## src/rtl/uart_flags_pkg.sv

```systemverilog
package uart_flags_pkg;

  // ----------------------------------------
  // Widths
  // ----------------------------------------
  localparam int DATA_W = 8;
  localparam int ADDR_W = 8;

  // ----------------------------------------
  // Register addresses
  // ----------------------------------------
  localparam logic [ADDR_W-1:0] ADDR_CTRL_TWO = 8'h13;
  localparam logic [ADDR_W-1:0] ADDR_CTRL_THREE = 8'h14;
  localparam logic [ADDR_W-1:0] ADDR_STATUS_ONE = 8'h16;
  localparam logic [ADDR_W-1:0] ADDR_STATUS_TWO = 8'h17;
  localparam logic [ADDR_W-1:0] ADDR_DATA_BUF = 8'h18;

  // ----------------------------------------
  // Status register one bit positions
  // ----------------------------------------
  localparam int S1_TX_EMPTY = 7;
  localparam int S1_TX_DONE = 6;
  localparam int S1_RX_FULL = 5;
  localparam int S1_IDLE = 4;
  localparam int S1_OVERRUN = 3;
  localparam int S1_NOISE = 2;
  localparam int S1_FRAMING = 1;
  localparam int S1_PARITY = 0;

  // ----------------------------------------
  // Status register two bit positions
  // ----------------------------------------
  localparam int S2_BREAK = 1;
  localparam int S2_RX_ACTIVE = 0;

  // ----------------------------------------
  // Control register two bit positions
  // ----------------------------------------
  localparam int C2_TX_EMPTY_IE = 7;
  localparam int C2_TX_DONE_IE = 6;
  localparam int C2_RX_FULL_IE = 5;
  localparam int C2_IDLE_IE = 4;

  // ----------------------------------------
  // Control register three bit positions
  // ----------------------------------------
  localparam int C3_NINTH_BIT = 7;
  localparam int C3_OVERRUN_IE = 3;
  localparam int C3_NOISE_IE = 2;
  localparam int C3_FRAMING_IE = 1;
  localparam int C3_PARITY_IE = 0;

  // ----------------------------------------
  // Reset values
  // ----------------------------------------
  localparam logic [DATA_W-1:0] CTRL_RESET = 8'h00;
  localparam logic [DATA_W-1:0] ARM_RESET = 8'h00;
  localparam logic [DATA_W-1:0] READ_ZERO = 8'h00;
  localparam logic [1:0] SYNC_RESET = 2'b11;

endpackage

```

## src/rtl/uart_status_flags_data.sv

```systemverilog
// Overview of operation
// Framing error interrupts only when its enable set
// Parity error interrupts only when its enable set
// Empty flag sets on handoff, interrupts, reset-set
// Status-one read then data write clears empty
// Complete flag tracks idle transmitter, reset-set
// Complete flag plus enable requests transmit interrupt
// Full flag sets on receive transfer, interrupts
// Status-one read then data read clears full
// Idle flag sets on idle line, interrupts
// Idle needs a received character before setting
// Status-one read then data read clears idle
// Overrun flags, drops new character, keeps buffer
// Overrun clears only if seen at status read
// Software rereads status one after data read
// Noise flag sets, interrupts, read sequence clears
// Framing flag on zero stop bit, sequence clears
// Parity flag on mismatch, sequence clears
// Break sets break, framing, full; clears ninth in 9-bit mode
// Break clears by status-two sequence, rearms on ones
// Active flag sets on start sample, clears
// Data address reads receive, writes transmit
// Software avoids read-modify-write on data address
// Ninth bit captured with the received byte
// Enabled error flags form one level interrupt
`timescale 1ns/100ps
`default_nettype none

module uart_status_flags_data #(
  parameter int DATA_W = uart_flags_pkg::DATA_W
) (
  // Clock and reset
  input wire logic mclk_i,
  input wire logic sys_rst_i,
  // Register port
  input wire logic [uart_flags_pkg::ADDR_W-1:0] addr_i,
  input wire logic rd_en_i,
  input wire logic wr_en_i,
  input wire logic [DATA_W-1:0] wr_data_i,
  output logic [DATA_W-1:0] rd_data_o,
  // Receive shifter events
  input wire logic rx_enable_i,
  input wire logic nine_bit_mode_i,
  input wire logic rx_char_i,
  input wire logic [DATA_W:0] rx_data_i,
  input wire logic rx_noise_i,
  input wire logic rx_framing_err_i,
  input wire logic rx_parity_err_i,
  input wire logic rx_break_i,
  input wire logic rx_idle_char_i,
  input wire logic rx_start_sample_i,
  input wire logic rx_false_start_i,
  input wire logic serial_receive_pin_i,
  // Transmit shifter side
  output logic [DATA_W-1:0] tx_data_o,
  output logic tx_valid_o,
  input wire logic tx_ready_i,
  input wire logic tx_active_i,
  input wire logic tx_queue_i,
  // Interrupt requests
  output logic tx_irq_o,
  output logic rx_irq_o,
  output logic err_irq_o
);
  import uart_flags_pkg::*;

  // ----------------------------------------
  // Declarations
  // ----------------------------------------
  logic [1:0] pin_sync_q;
  logic [DATA_W-1:0] ctrl_two_q;
  logic [DATA_W-1:0] ctrl_three_q;
  logic [DATA_W-1:0] rx_buf_q;
  logic ninth_bit_q;
  logic [DATA_W-1:0] status_one;
  logic [DATA_W-1:0] status_two;
  logic [DATA_W-1:0] arm1_q;
  logic break_arm_q;
  logic tx_empty_q, tx_done_q, rx_full_q, idle_q;
  logic overrun_q, noise_q, framing_q, parity_q;
  logic break_q, rx_active_q;
  logic idle_allow_q, rx_enable_q;
  logic break_rearm_q;
  logic rd_status_one, rd_status_two, rd_data, wr_data;
  logic rx_accept, rx_overrun, break_take;
  logic [DATA_W-1:0] skid_data_q;
  logic skid_valid_q;
  logic buf_push, buf_pop, buf_in_ready;

  // Access decode
  assign rd_status_one = rd_en_i && (addr_i == ADDR_STATUS_ONE);
  assign rd_status_two = rd_en_i && (addr_i == ADDR_STATUS_TWO);
  assign rd_data = rd_en_i && (addr_i == ADDR_DATA_BUF);
  assign wr_data = wr_en_i && (addr_i == ADDR_DATA_BUF);

  // Receive event qualification
  assign break_take = rx_break_i && break_rearm_q;
  assign rx_overrun = rx_char_i && rx_full_q;
  assign rx_accept = rx_char_i && !rx_full_q;

  // Flag views
  assign status_one = {tx_empty_q, tx_done_q, rx_full_q, idle_q,
                       overrun_q, noise_q, framing_q, parity_q};
  assign status_two = {{(DATA_W-2){1'b0}}, break_q, rx_active_q};

  // ----------------------------------------
  // Pin synchroniser
  // ----------------------------------------
  // Line idles high, so reset to ones
  always_ff @(posedge mclk_i or posedge sys_rst_i) begin
    if (sys_rst_i) begin
      pin_sync_q <= SYNC_RESET;
    end else begin
      pin_sync_q <= {pin_sync_q[0], serial_receive_pin_i};
    end
  end

  // ----------------------------------------
  // Control registers
  // ----------------------------------------
  // Enables steer every interrupt request
  always_ff @(posedge mclk_i or posedge sys_rst_i) begin
    if (sys_rst_i) begin
      ctrl_two_q <= CTRL_RESET;
      ctrl_three_q <= CTRL_RESET;
    end else begin
      if (wr_en_i && (addr_i == ADDR_CTRL_TWO)) begin
        ctrl_two_q <= wr_data_i;
      end
      if (wr_en_i && (addr_i == ADDR_CTRL_THREE)) begin
        ctrl_three_q <= wr_data_i;
      end
    end
  end

  // ----------------------------------------
  // Receive data buffer
  // ----------------------------------------
  // No reset: contents survive a system reset
  always_ff @(posedge mclk_i) begin
    if (rx_accept) begin
      rx_buf_q <= rx_data_i[DATA_W-1:0];
    end
    if (break_take && nine_bit_mode_i) begin
      ninth_bit_q <= 1'b0;
    end else if (rx_accept) begin
      // Eight-bit mode mirrors bit seven
      ninth_bit_q <= nine_bit_mode_i ? rx_data_i[DATA_W] : rx_data_i[DATA_W-1];
    end
  end

  // ----------------------------------------
  // Clearing-sequence arming
  // ----------------------------------------
  // Each bit remembers its flag was seen set at the last status read
  for (genvar i = 0; i < DATA_W; i++) begin : g_arm
    always_ff @(posedge mclk_i or posedge sys_rst_i) begin
      if (sys_rst_i) begin
        arm1_q[i] <= ARM_RESET[i];
      end else if (rd_status_one) begin
        arm1_q[i] <= status_one[i];
      end else if (rd_data || wr_data) begin
        arm1_q[i] <= 1'b0;
      end
    end
  end

  // Break arms from status two
  always_ff @(posedge mclk_i or posedge sys_rst_i) begin
    if (sys_rst_i) begin
      break_arm_q <= 1'b0;
    end else if (rd_status_two) begin
      break_arm_q <= break_q;
    end else if (rd_data) begin
      break_arm_q <= 1'b0;
    end
  end

  // ----------------------------------------
  // Transmit flags
  // ----------------------------------------
  // A handoff in the clearing cycle wins over the clear
  always_ff @(posedge mclk_i or posedge sys_rst_i) begin
    if (sys_rst_i) begin
      tx_empty_q <= 1'b1;
    end else if (buf_pop) begin
      tx_empty_q <= 1'b1;
    end else if (wr_data && arm1_q[S1_TX_EMPTY]) begin
      tx_empty_q <= 1'b0;
    end
  end

  // Anything queued or shifting holds complete low
  always_ff @(posedge mclk_i or posedge sys_rst_i) begin
    if (sys_rst_i) begin
      tx_done_q <= 1'b1;
    end else begin
      tx_done_q <= tx_empty_q && !tx_active_i && !tx_queue_i
                   && !tx_valid_o && !skid_valid_q;
    end
  end

  // ----------------------------------------
  // Receive flags
  // ----------------------------------------
  always_ff @(posedge mclk_i or posedge sys_rst_i) begin
    if (sys_rst_i) begin
      rx_full_q <= 1'b0;
    end else if (rx_accept || break_take) begin
      rx_full_q <= 1'b1;
    end else if (rd_data && arm1_q[S1_RX_FULL]) begin
      rx_full_q <= 1'b0;
    end
  end

  // Idle may set only after a character since enable or clear
  always_ff @(posedge mclk_i or posedge sys_rst_i) begin
    if (sys_rst_i) begin
      idle_q <= 1'b0;
      idle_allow_q <= 1'b0;
      rx_enable_q <= 1'b0;
    end else begin
      rx_enable_q <= rx_enable_i;
      if (rx_accept || break_take) begin
        idle_allow_q <= 1'b1;
      end else if ((rx_enable_i && !rx_enable_q) || idle_q) begin
        idle_allow_q <= 1'b0;
      end
      if (rx_idle_char_i && idle_allow_q) begin
        idle_q <= 1'b1;
      end else if (rd_data && arm1_q[S1_IDLE]) begin
        idle_q <= 1'b0;
      end
    end
  end

  // Error flags: set wins over the read-sequence clear
  always_ff @(posedge mclk_i or posedge sys_rst_i) begin
    if (sys_rst_i) begin
      overrun_q <= 1'b0;
      noise_q <= 1'b0;
      framing_q <= 1'b0;
      parity_q <= 1'b0;
    end else begin
      if (rx_overrun) begin
        overrun_q <= 1'b1;
      end else if (rd_data && arm1_q[S1_OVERRUN]) begin
        overrun_q <= 1'b0;
      end
      if (rx_noise_i) begin
        noise_q <= 1'b1;
      end else if (rd_data && arm1_q[S1_NOISE]) begin
        noise_q <= 1'b0;
      end
      if (rx_framing_err_i || break_take) begin
        framing_q <= 1'b1;
      end else if (rd_data && arm1_q[S1_FRAMING]) begin
        framing_q <= 1'b0;
      end
      if (rx_parity_err_i) begin
        parity_q <= 1'b1;
      end else if (rd_data && arm1_q[S1_PARITY]) begin
        parity_q <= 1'b0;
      end
    end
  end

  // ----------------------------------------
  // Break and activity flags
  // ----------------------------------------
  // A held-low line must return high before another break counts
  always_ff @(posedge mclk_i or posedge sys_rst_i) begin
    if (sys_rst_i) begin
      break_q <= 1'b0;
      break_rearm_q <= 1'b1;
      rx_active_q <= 1'b0;
    end else begin
      if (break_take) begin
        break_q <= 1'b1;
      end else if (rd_data && break_arm_q) begin
        break_q <= 1'b0;
      end
      if (break_take) begin
        break_rearm_q <= 1'b0;
      end else if (pin_sync_q[1]) begin
        break_rearm_q <= 1'b1;
      end
      if (rx_start_sample_i) begin
        rx_active_q <= 1'b1;
      end else if (rx_false_start_i || rx_idle_char_i) begin
        rx_active_q <= 1'b0;
      end
    end
  end

  // ----------------------------------------
  // Transmit two-entry buffer
  // ----------------------------------------
  // Output stage plus one skid entry; a full buffer drops the write
  assign buf_in_ready = !skid_valid_q;
  assign buf_push = wr_data && buf_in_ready;
  assign buf_pop = tx_valid_o && tx_ready_i;

  always_ff @(posedge mclk_i or posedge sys_rst_i) begin
    if (sys_rst_i) begin
      tx_valid_o <= 1'b0;
      tx_data_o <= READ_ZERO;
      skid_valid_q <= 1'b0;
      skid_data_q <= READ_ZERO;
    end else if (buf_pop && skid_valid_q) begin
      tx_data_o <= skid_data_q;
      skid_valid_q <= buf_push;
      skid_data_q <= wr_data_i;
    end else if (buf_pop || !tx_valid_o) begin
      tx_valid_o <= buf_push;
      tx_data_o <= wr_data_i;
    end else if (buf_push) begin
      skid_valid_q <= 1'b1;
      skid_data_q <= wr_data_i;
    end
  end

  // ----------------------------------------
  // Read data
  // ----------------------------------------
  // Data reads return only the receive side, never the transmit side
  always_ff @(posedge mclk_i or posedge sys_rst_i) begin
    if (sys_rst_i) begin
      rd_data_o <= READ_ZERO;
    end else if (rd_en_i) begin
      case (addr_i)
        ADDR_STATUS_ONE: rd_data_o <= status_one;
        ADDR_STATUS_TWO: rd_data_o <= status_two;
        ADDR_DATA_BUF: rd_data_o <= rx_buf_q;
        ADDR_CTRL_TWO: rd_data_o <= ctrl_two_q;
        ADDR_CTRL_THREE: begin
          rd_data_o <= ctrl_three_q;
          rd_data_o[C3_NINTH_BIT] <= ninth_bit_q;
        end
        default: rd_data_o <= READ_ZERO;
      endcase
    end
  end

  // ----------------------------------------
  // Interrupt requests
  // ----------------------------------------
  // Registered, so requests trail their flags by one cycle
  always_ff @(posedge mclk_i or posedge sys_rst_i) begin
    if (sys_rst_i) begin
      tx_irq_o <= 1'b0;
      rx_irq_o <= 1'b0;
      err_irq_o <= 1'b0;
    end else begin
      tx_irq_o <= (tx_empty_q && ctrl_two_q[C2_TX_EMPTY_IE])
                  || (tx_done_q && ctrl_two_q[C2_TX_DONE_IE]);
      rx_irq_o <= (rx_full_q && ctrl_two_q[C2_RX_FULL_IE])
                  || (idle_q && ctrl_two_q[C2_IDLE_IE]);
      // Break and activity flags never interrupt
      err_irq_o <= (overrun_q && ctrl_three_q[C3_OVERRUN_IE])
                   || (noise_q && ctrl_three_q[C3_NOISE_IE])
                   || (framing_q && ctrl_three_q[C3_FRAMING_IE])
                   || (parity_q && ctrl_three_q[C3_PARITY_IE]);
    end
  end

endmodule // uart_status_flags_data

`default_nettype wire

```

## config.mk

```make
export PLATFORM = sky130hd
export DESIGN_NAME = uart_status_flags_data
export DESIGN_NICKNAME = d
export VERILOG_FILES = /design/src/rtl/uart_flags_pkg.sv /design/src/rtl/uart_status_flags_data.sv
export SDC_FILE = /design/constraint.sdc
export NUM_CORES = 1
export LEC_CHECK = 0
export BUFFER_PORTS_ARGS = -buffer_cell sky130_fd_sc_hd__buf_4
export CORE_ASPECT_RATIO = 0.8
export CORE_MARGIN = 10
export CORE_UTILIZATION = 30
export DETAILED_ROUTE_END_ITERATION = 7
export HOLD_SLACK_MARGIN = 0.06
export PLACE_DENSITY_LB_ADDON = 0.08
export SYNTH_ARGS = -nofsm -noshare
export SYNTH_HDL_FRONTEND = slang
export SYNTH_SLANG_ARGS = --single-unit
```

## constraint.sdc

```tcl
create_clock -name mclk_i -period 3 [get_ports mclk_i]
set_clock_uncertainty 0.2 [all_clocks]
set_input_delay 0.45 -clock mclk_i [delete_from_list [all_inputs] [get_ports mclk_i]]
set_output_delay 0.45 -clock mclk_i [all_outputs]
set_load 0.02 [all_outputs]
```

==> impl_metrics.prom, run 1 <==
# TYPE chip_impl_metric gauge
chip_impl_info{name="outcome",value="finished, final reports clean"} 1
chip_impl_metric{name="nNetsFinal",unit=""} 371
chip_impl_metric{name="crit_path_max_incr_delay",unit="ns"} 0.78
chip_impl_metric{name="core.rowCount",unit=""} 33
chip_impl_info{name="rsz0062_at_grt",value="false"} 1
chip_impl_metric{name="h-tree-depth",unit=""} 3
chip_impl_metric{name="critical_path_cell_count",unit=""} 5
chip_impl_metric{name="share_comb_of_total_power",unit=""} 0.079
chip_impl_metric{name="power.switching",unit="W"} 0.0005273
chip_impl_metric{name="slew_headroom",unit=""} 0.3926
chip_impl_info{name="timing.critical_path.from_type",value="input port"} 1
chip_impl_metric{name="grt_start_max_net_pins",unit=""} 43
chip_impl_metric{name="synth_edf_count",unit=""} 8
chip_impl_metric{name="critPathRequiredTime",unit="ns"} 3.01
chip_impl_metric{name="timing.setup.tns",unit="ns"} 0
chip_impl_info{name="cp_top_family",value="simple AND/OR/NAND/NOR gates"} 1
chip_impl_metric{name="detail_route.iter0.violations",unit=""} 173
chip_impl_metric{name="n_antenna_cell",unit=""} 0
chip_impl_metric{name="layout_setup_ws",unit="ns"} 0.6778
chip_impl_info{name="clockRootBuffer",value="clkbuf_16"} 1
chip_impl_metric{name="numPortBuffers",unit=""} 62
chip_impl_metric{name="post_cts_resize_count",unit=""} 0
chip_impl_metric{name="max_clock_freq",unit="GHz"} 0.4306
chip_impl_metric{name="grtUsageTotal",unit=""} 0.1175
chip_impl_metric{name="multi_input_comb_area",unit="um^2"} 1200
chip_impl_metric{name="async_flop_share",unit=""} 0.8816
chip_impl_metric{name="route.detailed.drc",unit=""} 0
chip_impl_metric{name="finalHoldViolations",unit=""} 0
chip_impl_metric{name="synth_cells",unit=""} 254
chip_impl_metric{name="netlist.area_leader.share",unit=""} 0.4797
chip_impl_metric{name="place_hpwl",unit="mm"} 6.375
chip_impl_metric{name="fp.coreArea",unit="um^2"} 10410
chip_impl_metric{name="post_route_wl",unit="mm"} 8.710
chip_impl_metric{name="total_power",unit="W"} 0.002446
chip_impl_metric{name="arrival_time_of_data_at_the_critical_path_endpoint",unit="ns"} 2.34
chip_impl_metric{name="place_worst_setup_slack",unit="ns"} 0.3355
chip_impl_info{name="synth.area.top_cells",value="dfrtp_1 48%, mux2_2 8.4%, edfxtp_1 7.4%"} 1
chip_impl_metric{name="start_util",unit=""} 0.3108
chip_impl_metric{name="worst-slew-pin-transition",unit="ns"} 0.9111
chip_impl_info{name="most-common-layout-cells",value="66 x buf_4, 62 x dfrtp_1, 24 x mux2_2, 14 x o22ai_1, 13 x nor2_1"} 1
chip_impl_metric{name="drive_gt1_frac",unit=""} 0.3544
chip_impl_info{name="cp_class",value="input port to register"} 1
chip_impl_metric{name="power.share.clock",unit=""} 0.473
chip_impl_metric{name="power.leakage",unit="nW"} 1.906
chip_impl_metric{name="final_max_slew_viol_count",unit=""} 0
chip_impl_metric{name="vias_in_the_first_global_route",unit=""} 2383
chip_impl_metric{name="vias",unit=""} 2352
chip_impl_info{name="synthFlopType",value="dfrtp_1"} 1
chip_impl_metric{name="period_minus_slack",unit="ns"} 2.322
chip_impl_metric{name="grt_first_pass_wirelength",unit="mm"} 14.01
chip_impl_metric{name="die_area",unit="um^2"} 15360
chip_impl_metric{name="p_seq_frac",unit=""} 0.448
chip_impl_metric{name="routabilityCongestion",unit=""} 0.7284
chip_impl_metric{name="layout_worst_path_cycle_share",unit=""} 0.7741
chip_impl_info{name="worst_hold_startpoint",value="rx_break_i"} 1
chip_impl_metric{name="die_h",unit="um"} 112.9
chip_impl_info{name="r2r-start",value="tx_valid_o"} 1
chip_impl_info{name="post-synth-top-area-cell",value="dfrtp_1"} 1
chip_impl_metric{name="max-cap-violations",unit=""} 0
chip_impl_info{name="timing.critical_path.to_type",value="register"} 1
chip_impl_metric{name="cell_internal_pwr",unit="W"} 0.001919
chip_impl_metric{name="fill_cells",unit=""} 1031
chip_impl_metric{name="yosysSeqAreaShare",unit=""} 0.6008
chip_impl_info{name="cp-startpoint",value="addr_i[5]"} 1
chip_impl_metric{name="worst_r2r_path_depth",unit=""} 3
chip_impl_metric{name="design.portCount",unit=""} 63
chip_impl_info{name="critical-path-slowest-cell",value="or4b_1"} 1
chip_impl_metric{name="worst_ir_drop_on_vdd",unit="V"} 0.0002586
chip_impl_metric{name="clkSinkCount",unit=""} 76
chip_impl_metric{name="globalRoute.totalOverflow",unit=""} 0
chip_impl_metric{name="postCtsSetupBuffers",unit=""} 0
chip_impl_metric{name="numCtsBuffers",unit=""} 9
chip_impl_metric{name="hold_crit_depth",unit=""} 2
chip_impl_metric{name="yosysWarnings",unit=""} 0
chip_impl_metric{name="yosys_register_bits",unit=""} 76
chip_impl_metric{name="synth_nets",unit=""} 297
chip_impl_metric{name="first_pass_detailed_route_iteration_total",unit=""} 4
chip_impl_metric{name="netlist-cell-type-count",unit=""} 50
chip_impl_info{name="hold_class",value="input port to register"} 1
chip_impl_info{name="min_delay_worst_endpoint",value="break_rearm_q"} 1
chip_impl_metric{name="clk-insertion-delay-late",unit="ns"} 0.34
chip_impl_metric{name="powerDensity",unit="nW/um^2"} 575.8
chip_impl_metric{name="finalSetupViolCount",unit=""} 0
chip_impl_metric{name="antenna_found_initial",unit=""} 0
chip_impl_metric{name="post_cts_hold_buffer_count",unit=""} 5
chip_impl_metric{name="clk_transition_reported_paths",unit="ns"} 0.06
chip_impl_metric{name="path_buf_inv",unit=""} 1
chip_impl_metric{name="crit_fanout",unit=""} 9
chip_impl_info{name="worstReg2RegEnd",value="skid_data_q[3]"} 1
chip_impl_metric{name="synth.cell_area",unit="um^2"} 3234
chip_impl_metric{name="per_instance_average_area_after_synthesis",unit="um^2"} 12.73
chip_impl_info{name="layout_commonest_cell",value="buf_4"} 1
chip_impl_metric{name="power_switching_share",unit=""} 0.2156
chip_impl_metric{name="area_growth",unit="%"} 31.33
chip_impl_metric{name="regArea",unit="um^2"} 1943
chip_impl_metric{name="routedWlPerCell",unit="um"} 18.41
chip_impl_metric{name="longest_clk_path_bufs",unit=""} 2
chip_impl_info{name="timing.critical_path.cells",value="buf_4 -> or4b_1 -> nor2_2 -> and4b_1 -> mux2_2"} 1
chip_impl_metric{name="avgViaCountPerCell",unit=""} 4.973
chip_impl_metric{name="whs",unit="ns"} 0.07812
chip_impl_metric{name="fp.dieW",unit="um"} 136.1
chip_impl_metric{name="reg2reg_setup_slack",unit="ns"} 0.71
chip_impl_info{name="clock_tree_from_tritoncts",value="built"} 1
chip_impl_metric{name="route.antenna.remaining_nets",unit=""} 0
stage by stage:
| step | area, um^2 | utilization | std cells |
|---|---|---|---|
| 2_1_floorplan | 3234 | - | 254 |
| 3_3_place_gp | 3879 | 0.3728 | 452 |
| 3_5_place_dp | 3879 | 0.3728 | 452 |
| 4_1_cts | 4248 | 0.4082 | 473 |
| 5_1_grt | 4248 | 0.4082 | 473 |
| 6_report | 4248 | 0.4082 | 473 |
cell usage after synthesis (2+ instances only):
cell       number
dfrtp_1        62
mux2_2         24
o22ai_1        14
nor2_1         13
a22o_1         12
inv_1          12
a22oi_1        11
a21oi_1        10
mux2i_1         9
nand2_1         9
edfxtp_1        8
o2bb2ai_1       7
clkbuf_1        5
dfstp_2         5
nor3_1          5
o21ai_0         5
a21o_1          3
nand2b_1        3
a211oi_1        2
and3_1          2
nand3_1         2
nor2b_1         2
o21ai_1         2
layout make-up:
cell class / instances / share of cell area
clock buffers: 12 / 0.05803
clock inverters: 4 / 0.01708
inverters: 12 / 0.01060
multi-input cells: 157 / 0.2825
flip-flops and latches: 76 / 0.4574
well taps: 140 / 0.04124
repair buffers: 72 / 0.1331
flip-flops by register name, summed over array words and instances, names as in the netlist, 2 cells and up:
register      cells
arm1_q            7
ctrl_three_q      7
ctrl_two_q        8
pin_sync_q        2
rd_data_o         8
rx_buf_q          8
skid_data_q       8
tx_data_o         8
power by group through the flow:
stage	clock network, W	logic, W	registers [W]
floorplan	0	0.0000791	0.00112
global placement	0	0.000191	0.00111
detailed placement	0	0.000193	0.00111
CTS	0.00120	0.000198	0.00109
global route	0.00124	0.000213	0.00110
finish	0.00116	0.000193	0.00109
layer usage:
layer | wire [um] | track usage | vias to the layer above
li1 | - | - | 1101
met1 | 4286 | 0.1672 | 1190
met2 | 3787 | 0.1588 | 52
met3 | 522 | 0.04332 | 9
met4 | 114 | 0.03969 | 0
met5 | 0 | 0 | -
how the worst max path moves through the flow:
stage / endpoint / slack, ns
after floorplan: ctrl_three_q[0] / 0.64
after global placement: ctrl_three_q[2] / 0.35
after detailed placement: ctrl_three_q[0] / 0.34
after CTS: ctrl_three_q[0] / 0.69
after global routing: skid_data_q[3] / 0.54
final: ctrl_three_q[0] / 0.68
cells by family (layout without fill, tap and decap cells):
kind of cell,Yosys count,in the layout,share of synthesized area
multiplexers,33,33,0.1114
AO/OA/AOI/OAI,73,73,0.1602
buffers and inverters,21,100,0.02824
AND/OR/NAND/NOR,51,51,0.09943
flip-flops,76,76,0.6008
Power figures use the tool's default switching activity.
==> inputs of run 2 (changes only) <==
--- a/config.mk
+++ b/config.mk
@@ -5,6 +5,7 @@
 export SDC_FILE = /design/constraint.sdc
 export NUM_CORES = 1
 export LEC_CHECK = 0
+export ABC_AREA = 1
 export BUFFER_PORTS_ARGS = -buffer_cell sky130_fd_sc_hd__buf_4
 export CORE_ASPECT_RATIO = 0.8
 export CORE_MARGIN = 10
==> constraint.sdc (replaced) <==
create_clock -name mclk_i -period 2.1 [get_ports mclk_i]
set_clock_uncertainty 0.2 [all_clocks]
set_input_delay 0.315 -clock mclk_i [delete_from_list [all_inputs] [get_ports mclk_i]]
set_output_delay 0.315 -clock mclk_i [all_outputs]
set_load 0.02 [all_outputs]
==> run 2 against run 1 <==
First-iteration DRC count is 36% higher. Global-route usage is 1.1 points higher. Setup slack lost 0.43 ns. Cell area rose by 9.8%. Critical path depth up 3. Clock power rose by 21%. Wire length increased by 13%.
==> impl_metrics.prom, run 2 <==
# TYPE chip_impl_metric gauge
chip_impl_metric{name="post_route_wl",unit="mm"} 9.869
chip_impl_metric{name="whs",unit="ns"} 0.06341
chip_impl_metric{name="route.antenna.remaining_nets",unit=""} 0
chip_impl_metric{name="longest_clk_path_bufs",unit=""} 2
chip_impl_metric{name="p_seq_frac",unit=""} 0.480
chip_impl_metric{name="detail_route.iter0.violations",unit=""} 235
chip_impl_metric{name="drive_gt1_frac",unit=""} 0.2412
chip_impl_metric{name="max-cap-violations",unit=""} 0
chip_impl_info{name="synth.area.top_cells",value="dfrtp_1 45%, nand2_1 11%, nand3_1 8.7%"} 1
chip_impl_metric{name="power.leakage",unit="nW"} 2.331
chip_impl_info{name="synthMostInstantiatedCell",value="nand2_1"} 1
chip_impl_metric{name="route.detailed.drc",unit=""} 0
chip_impl_metric{name="synth_edf_count",unit=""} 8
chip_impl_metric{name="hold_crit_depth",unit=""} 3
chip_impl_metric{name="cell_internal_pwr",unit="W"} 0.002549
chip_impl_metric{name="timing.setup.tns",unit="ns"} 0
chip_impl_metric{name="yosysWarnings",unit=""} 0
chip_impl_metric{name="h-tree-depth",unit=""} 3
chip_impl_metric{name="avgViaCountPerCell",unit=""} 4.542
chip_impl_metric{name="routabilityCongestion",unit=""} 0.8626
chip_impl_metric{name="max_clock_freq",unit="GHz"} 0.5396
chip_impl_metric{name="postCtsSetupBuffers",unit=""} 0
chip_impl_metric{name="routedWlPerCell",unit="um"} 15.69
chip_impl_metric{name="area_growth",unit="%"} 35.43
chip_impl_info{name="layout_commonest_cell",value="nand2_1"} 1
chip_impl_metric{name="worst_ir_drop_on_vdd",unit="V"} 0.0003141
chip_impl_info{name="outcome",value="finished, final reports clean"} 1
chip_impl_info{name="synthFlopType",value="dfrtp_1"} 1
chip_impl_metric{name="nNetsFinal",unit=""} 523
chip_impl_metric{name="fp.coreArea",unit="um^2"} 11060
chip_impl_metric{name="async_flop_share",unit=""} 0.8816
chip_impl_metric{name="grt_first_pass_wirelength",unit="mm"} 16.43
chip_impl_info{name="rsz0062_at_grt",value="false"} 1
chip_impl_metric{name="worst-slew-pin-transition",unit="ns"} 0.5565
chip_impl_info{name="cp_class",value="input port to register"} 1
chip_impl_metric{name="fp.dieW",unit="um"} 139.8
chip_impl_metric{name="grtUsageTotal",unit=""} 0.1282
chip_impl_metric{name="power.switching",unit="W"} 0.0007778
chip_impl_info{name="min_delay_worst_endpoint",value="ninth_bit_q"} 1
chip_impl_metric{name="arrival_time_of_data_at_the_critical_path_endpoint",unit="ns"} 1.87
chip_impl_metric{name="vias",unit=""} 2857
chip_impl_metric{name="clk_transition_reported_paths",unit="ns"} 0.06
chip_impl_info{name="yosys-top-cells-count",value="100 x nand2_1, 62 x dfrtp_1, 60 x nand3_1"} 1
chip_impl_metric{name="netlist-cell-type-count",unit=""} 35
chip_impl_info{name="worst_hold_startpoint",value="rx_data_i[8]"} 1
chip_impl_info{name="worstReg2RegEnd",value="tx_done_q"} 1
chip_impl_metric{name="crit_fanout",unit=""} 9
chip_impl_metric{name="antenna_found_initial",unit=""} 0
chip_impl_metric{name="clkSinkCount",unit=""} 76
chip_impl_metric{name="yosys_register_bits",unit=""} 76
chip_impl_metric{name="period_minus_slack",unit="ns"} 1.853
chip_impl_metric{name="yosysSeqAreaShare",unit=""} 0.5643
chip_impl_metric{name="final_max_slew_viol_count",unit=""} 0
chip_impl_metric{name="die_area",unit="um^2"} 16190
chip_impl_metric{name="finalSetupViolCount",unit=""} 0
chip_impl_info{name="timing.critical_path.to_type",value="register"} 1
chip_impl_metric{name="first_pass_detailed_route_iteration_total",unit=""} 4
chip_impl_metric{name="synth_cells",unit=""} 377
chip_impl_metric{name="die_h",unit="um"} 115.8
chip_impl_metric{name="design.portCount",unit=""} 63
chip_impl_metric{name="worst_r2r_path_depth",unit=""} 4
chip_impl_metric{name="netlist.area_leader.share",unit=""} 0.4506
chip_impl_metric{name="core.rowCount",unit=""} 34
chip_impl_metric{name="slew_headroom",unit=""} 0.6282
chip_impl_metric{name="synth_nets",unit=""} 420
chip_impl_metric{name="start_util",unit=""} 0.3113
chip_impl_metric{name="share_comb_of_total_power",unit=""} 0.100
chip_impl_metric{name="vias_in_the_first_global_route",unit=""} 3006
chip_impl_metric{name="n_antenna_cell",unit=""} 0
chip_impl_metric{name="globalRoute.totalOverflow",unit=""} 0
chip_impl_metric{name="per_instance_average_area_after_synthesis",unit="um^2"} 9.133
chip_impl_info{name="timing.critical_path.from_type",value="input port"} 1
chip_impl_info{name="r2r-start",value="tx_empty_q"} 1
chip_impl_metric{name="place_hpwl",unit="mm"} 7.491
chip_impl_metric{name="critPathRequiredTime",unit="ns"} 2.12
chip_impl_info{name="post-synth-top-area-cell",value="dfrtp_1"} 1
chip_impl_metric{name="grt_start_max_net_pins",unit=""} 27
chip_impl_info{name="most-common-layout-cells",value="100 x nand2_1, 68 x buf_4, 62 x dfrtp_1, 60 x nand3_1, 34 x inv_1"} 1
chip_impl_metric{name="clk-insertion-delay-late",unit="ns"} 0.33
chip_impl_metric{name="layout_worst_path_cycle_share",unit=""} 0.8824
chip_impl_metric{name="post_cts_resize_count",unit=""} 0
chip_impl_metric{name="synth.cell_area",unit="um^2"} 3443
chip_impl_metric{name="power.share.clock",unit=""} 0.420
chip_impl_metric{name="power_switching_share",unit=""} 0.2338
chip_impl_metric{name="reg2reg_setup_slack",unit="ns"} 0.29
chip_impl_metric{name="numPortBuffers",unit=""} 62
chip_impl_info{name="clock_tree_from_tritoncts",value="built"} 1
chip_impl_info{name="clockRootBuffer",value="clkbuf_16"} 1
chip_impl_metric{name="powerDensity",unit="nW/um^2"} 713.4
chip_impl_metric{name="finalHoldViolations",unit=""} 0
chip_impl_info{name="hold_class",value="input port to register"} 1
chip_impl_metric{name="numCtsBuffers",unit=""} 9
[run 2: cell count changes after synthesis, moves of 7 or more]
cell,delta
o21ai_1,+15
inv_1,+23
o22ai_1,-13
a21oi_1,-7
mux2i_1,-9
o2bb2ai_1,-7
nand2_1,+91
mux2_2,-24
a22oi_1,-11
a22o_1,-12
o21ai_0,+11
nand3_1,+58
[run 2: cell families after synthesis]
logic type / count (synthesis) / synth area share
DFF: 76 / 0.5643
and+or+nand+nor: 206 / 0.2983
buffers and inverters: 48 / 0.06031
AOI/OAI and AO/OA: 47 / 0.07704
[run 2: how the worst max path moves through the flow]
stage	startpoint	to	slack [ns]
after floorplan	rx_full_q	ninth_bit_q	0.56
after global placement	addr_i[7]	ctrl_two_q[3]	0.32
after detailed placement	addr_i[7]	ctrl_two_q[3]	0.31
after CTS	tx_ready_i	tx_data_o[1]	0.26
after global routing	tx_ready_i	tx_data_o[6]	0.09
final	tx_ready_i	skid_data_q[3]	0.25
[run 2: area by class of cell]
cell class,count,area [um^2]
Fill cell,1115,6397
Sequential cell,76,1943
Multi-Input combinational cell,253,1292
Timing Repair Buffer,98,820.8
Clock buffer,14,254.0
Tap cell,144,180.2
Inverter,42,161.4
Clock inverter,2,11.26
[run 2: per-stage QoR]
stage               setup WS (ns)  instances    util  power (W)  area, um^2
detailed placement         0.3105        584  0.3714   0.001922        4108
finish                     0.2469        629  0.4216   0.003327        4663
floorplan                  0.5554        377       -   0.001766        3447
CTS                        0.2632        629  0.4216   0.003400        4663
global route              0.09222        629  0.4216   0.003495        4663
global placement           0.3244        584  0.3714   0.001919        4108
[run 2: power groups by stage]
stage | Combinational (W) | Sequential, W | Clock [W]
after floorplan | 0.000141 | 0.00163 | 0
after CTS | 0.000342 | 0.00160 | 0.00146
final | 0.000333 | 0.00160 | 0.00140
after detailed placement | 0.000299 | 0.00162 | 0
after global placement | 0.000297 | 0.00162 | 0
after global routing | 0.000377 | 0.00160 | 0.00152
[run 2: worst max-delay path: stages]
cell,delay (ns)
dlygate4sd3_1,0.54
buf_4,0.14
nand2_1,0.08
nand2_1,0.08
inv_2,0.19
nand4_2,0.31
nand3_1,0.16
nand2_1,0.06
[run 2: layer usage]
metal,up-vias,share of wire,GRT usage
li1,1459,-,-
met1,1348,0.52,0.1772
met4,0,0.0088,0.03365
met5,-,0,0
met3,5,0.036,0.04252
met2,45,0.44,0.1880
[run 2: what timing repair did]
item,CTS,global route
endpoints found under the hold margin,65,0
setup endpoints to repair,0,0
hold buffers,29,0
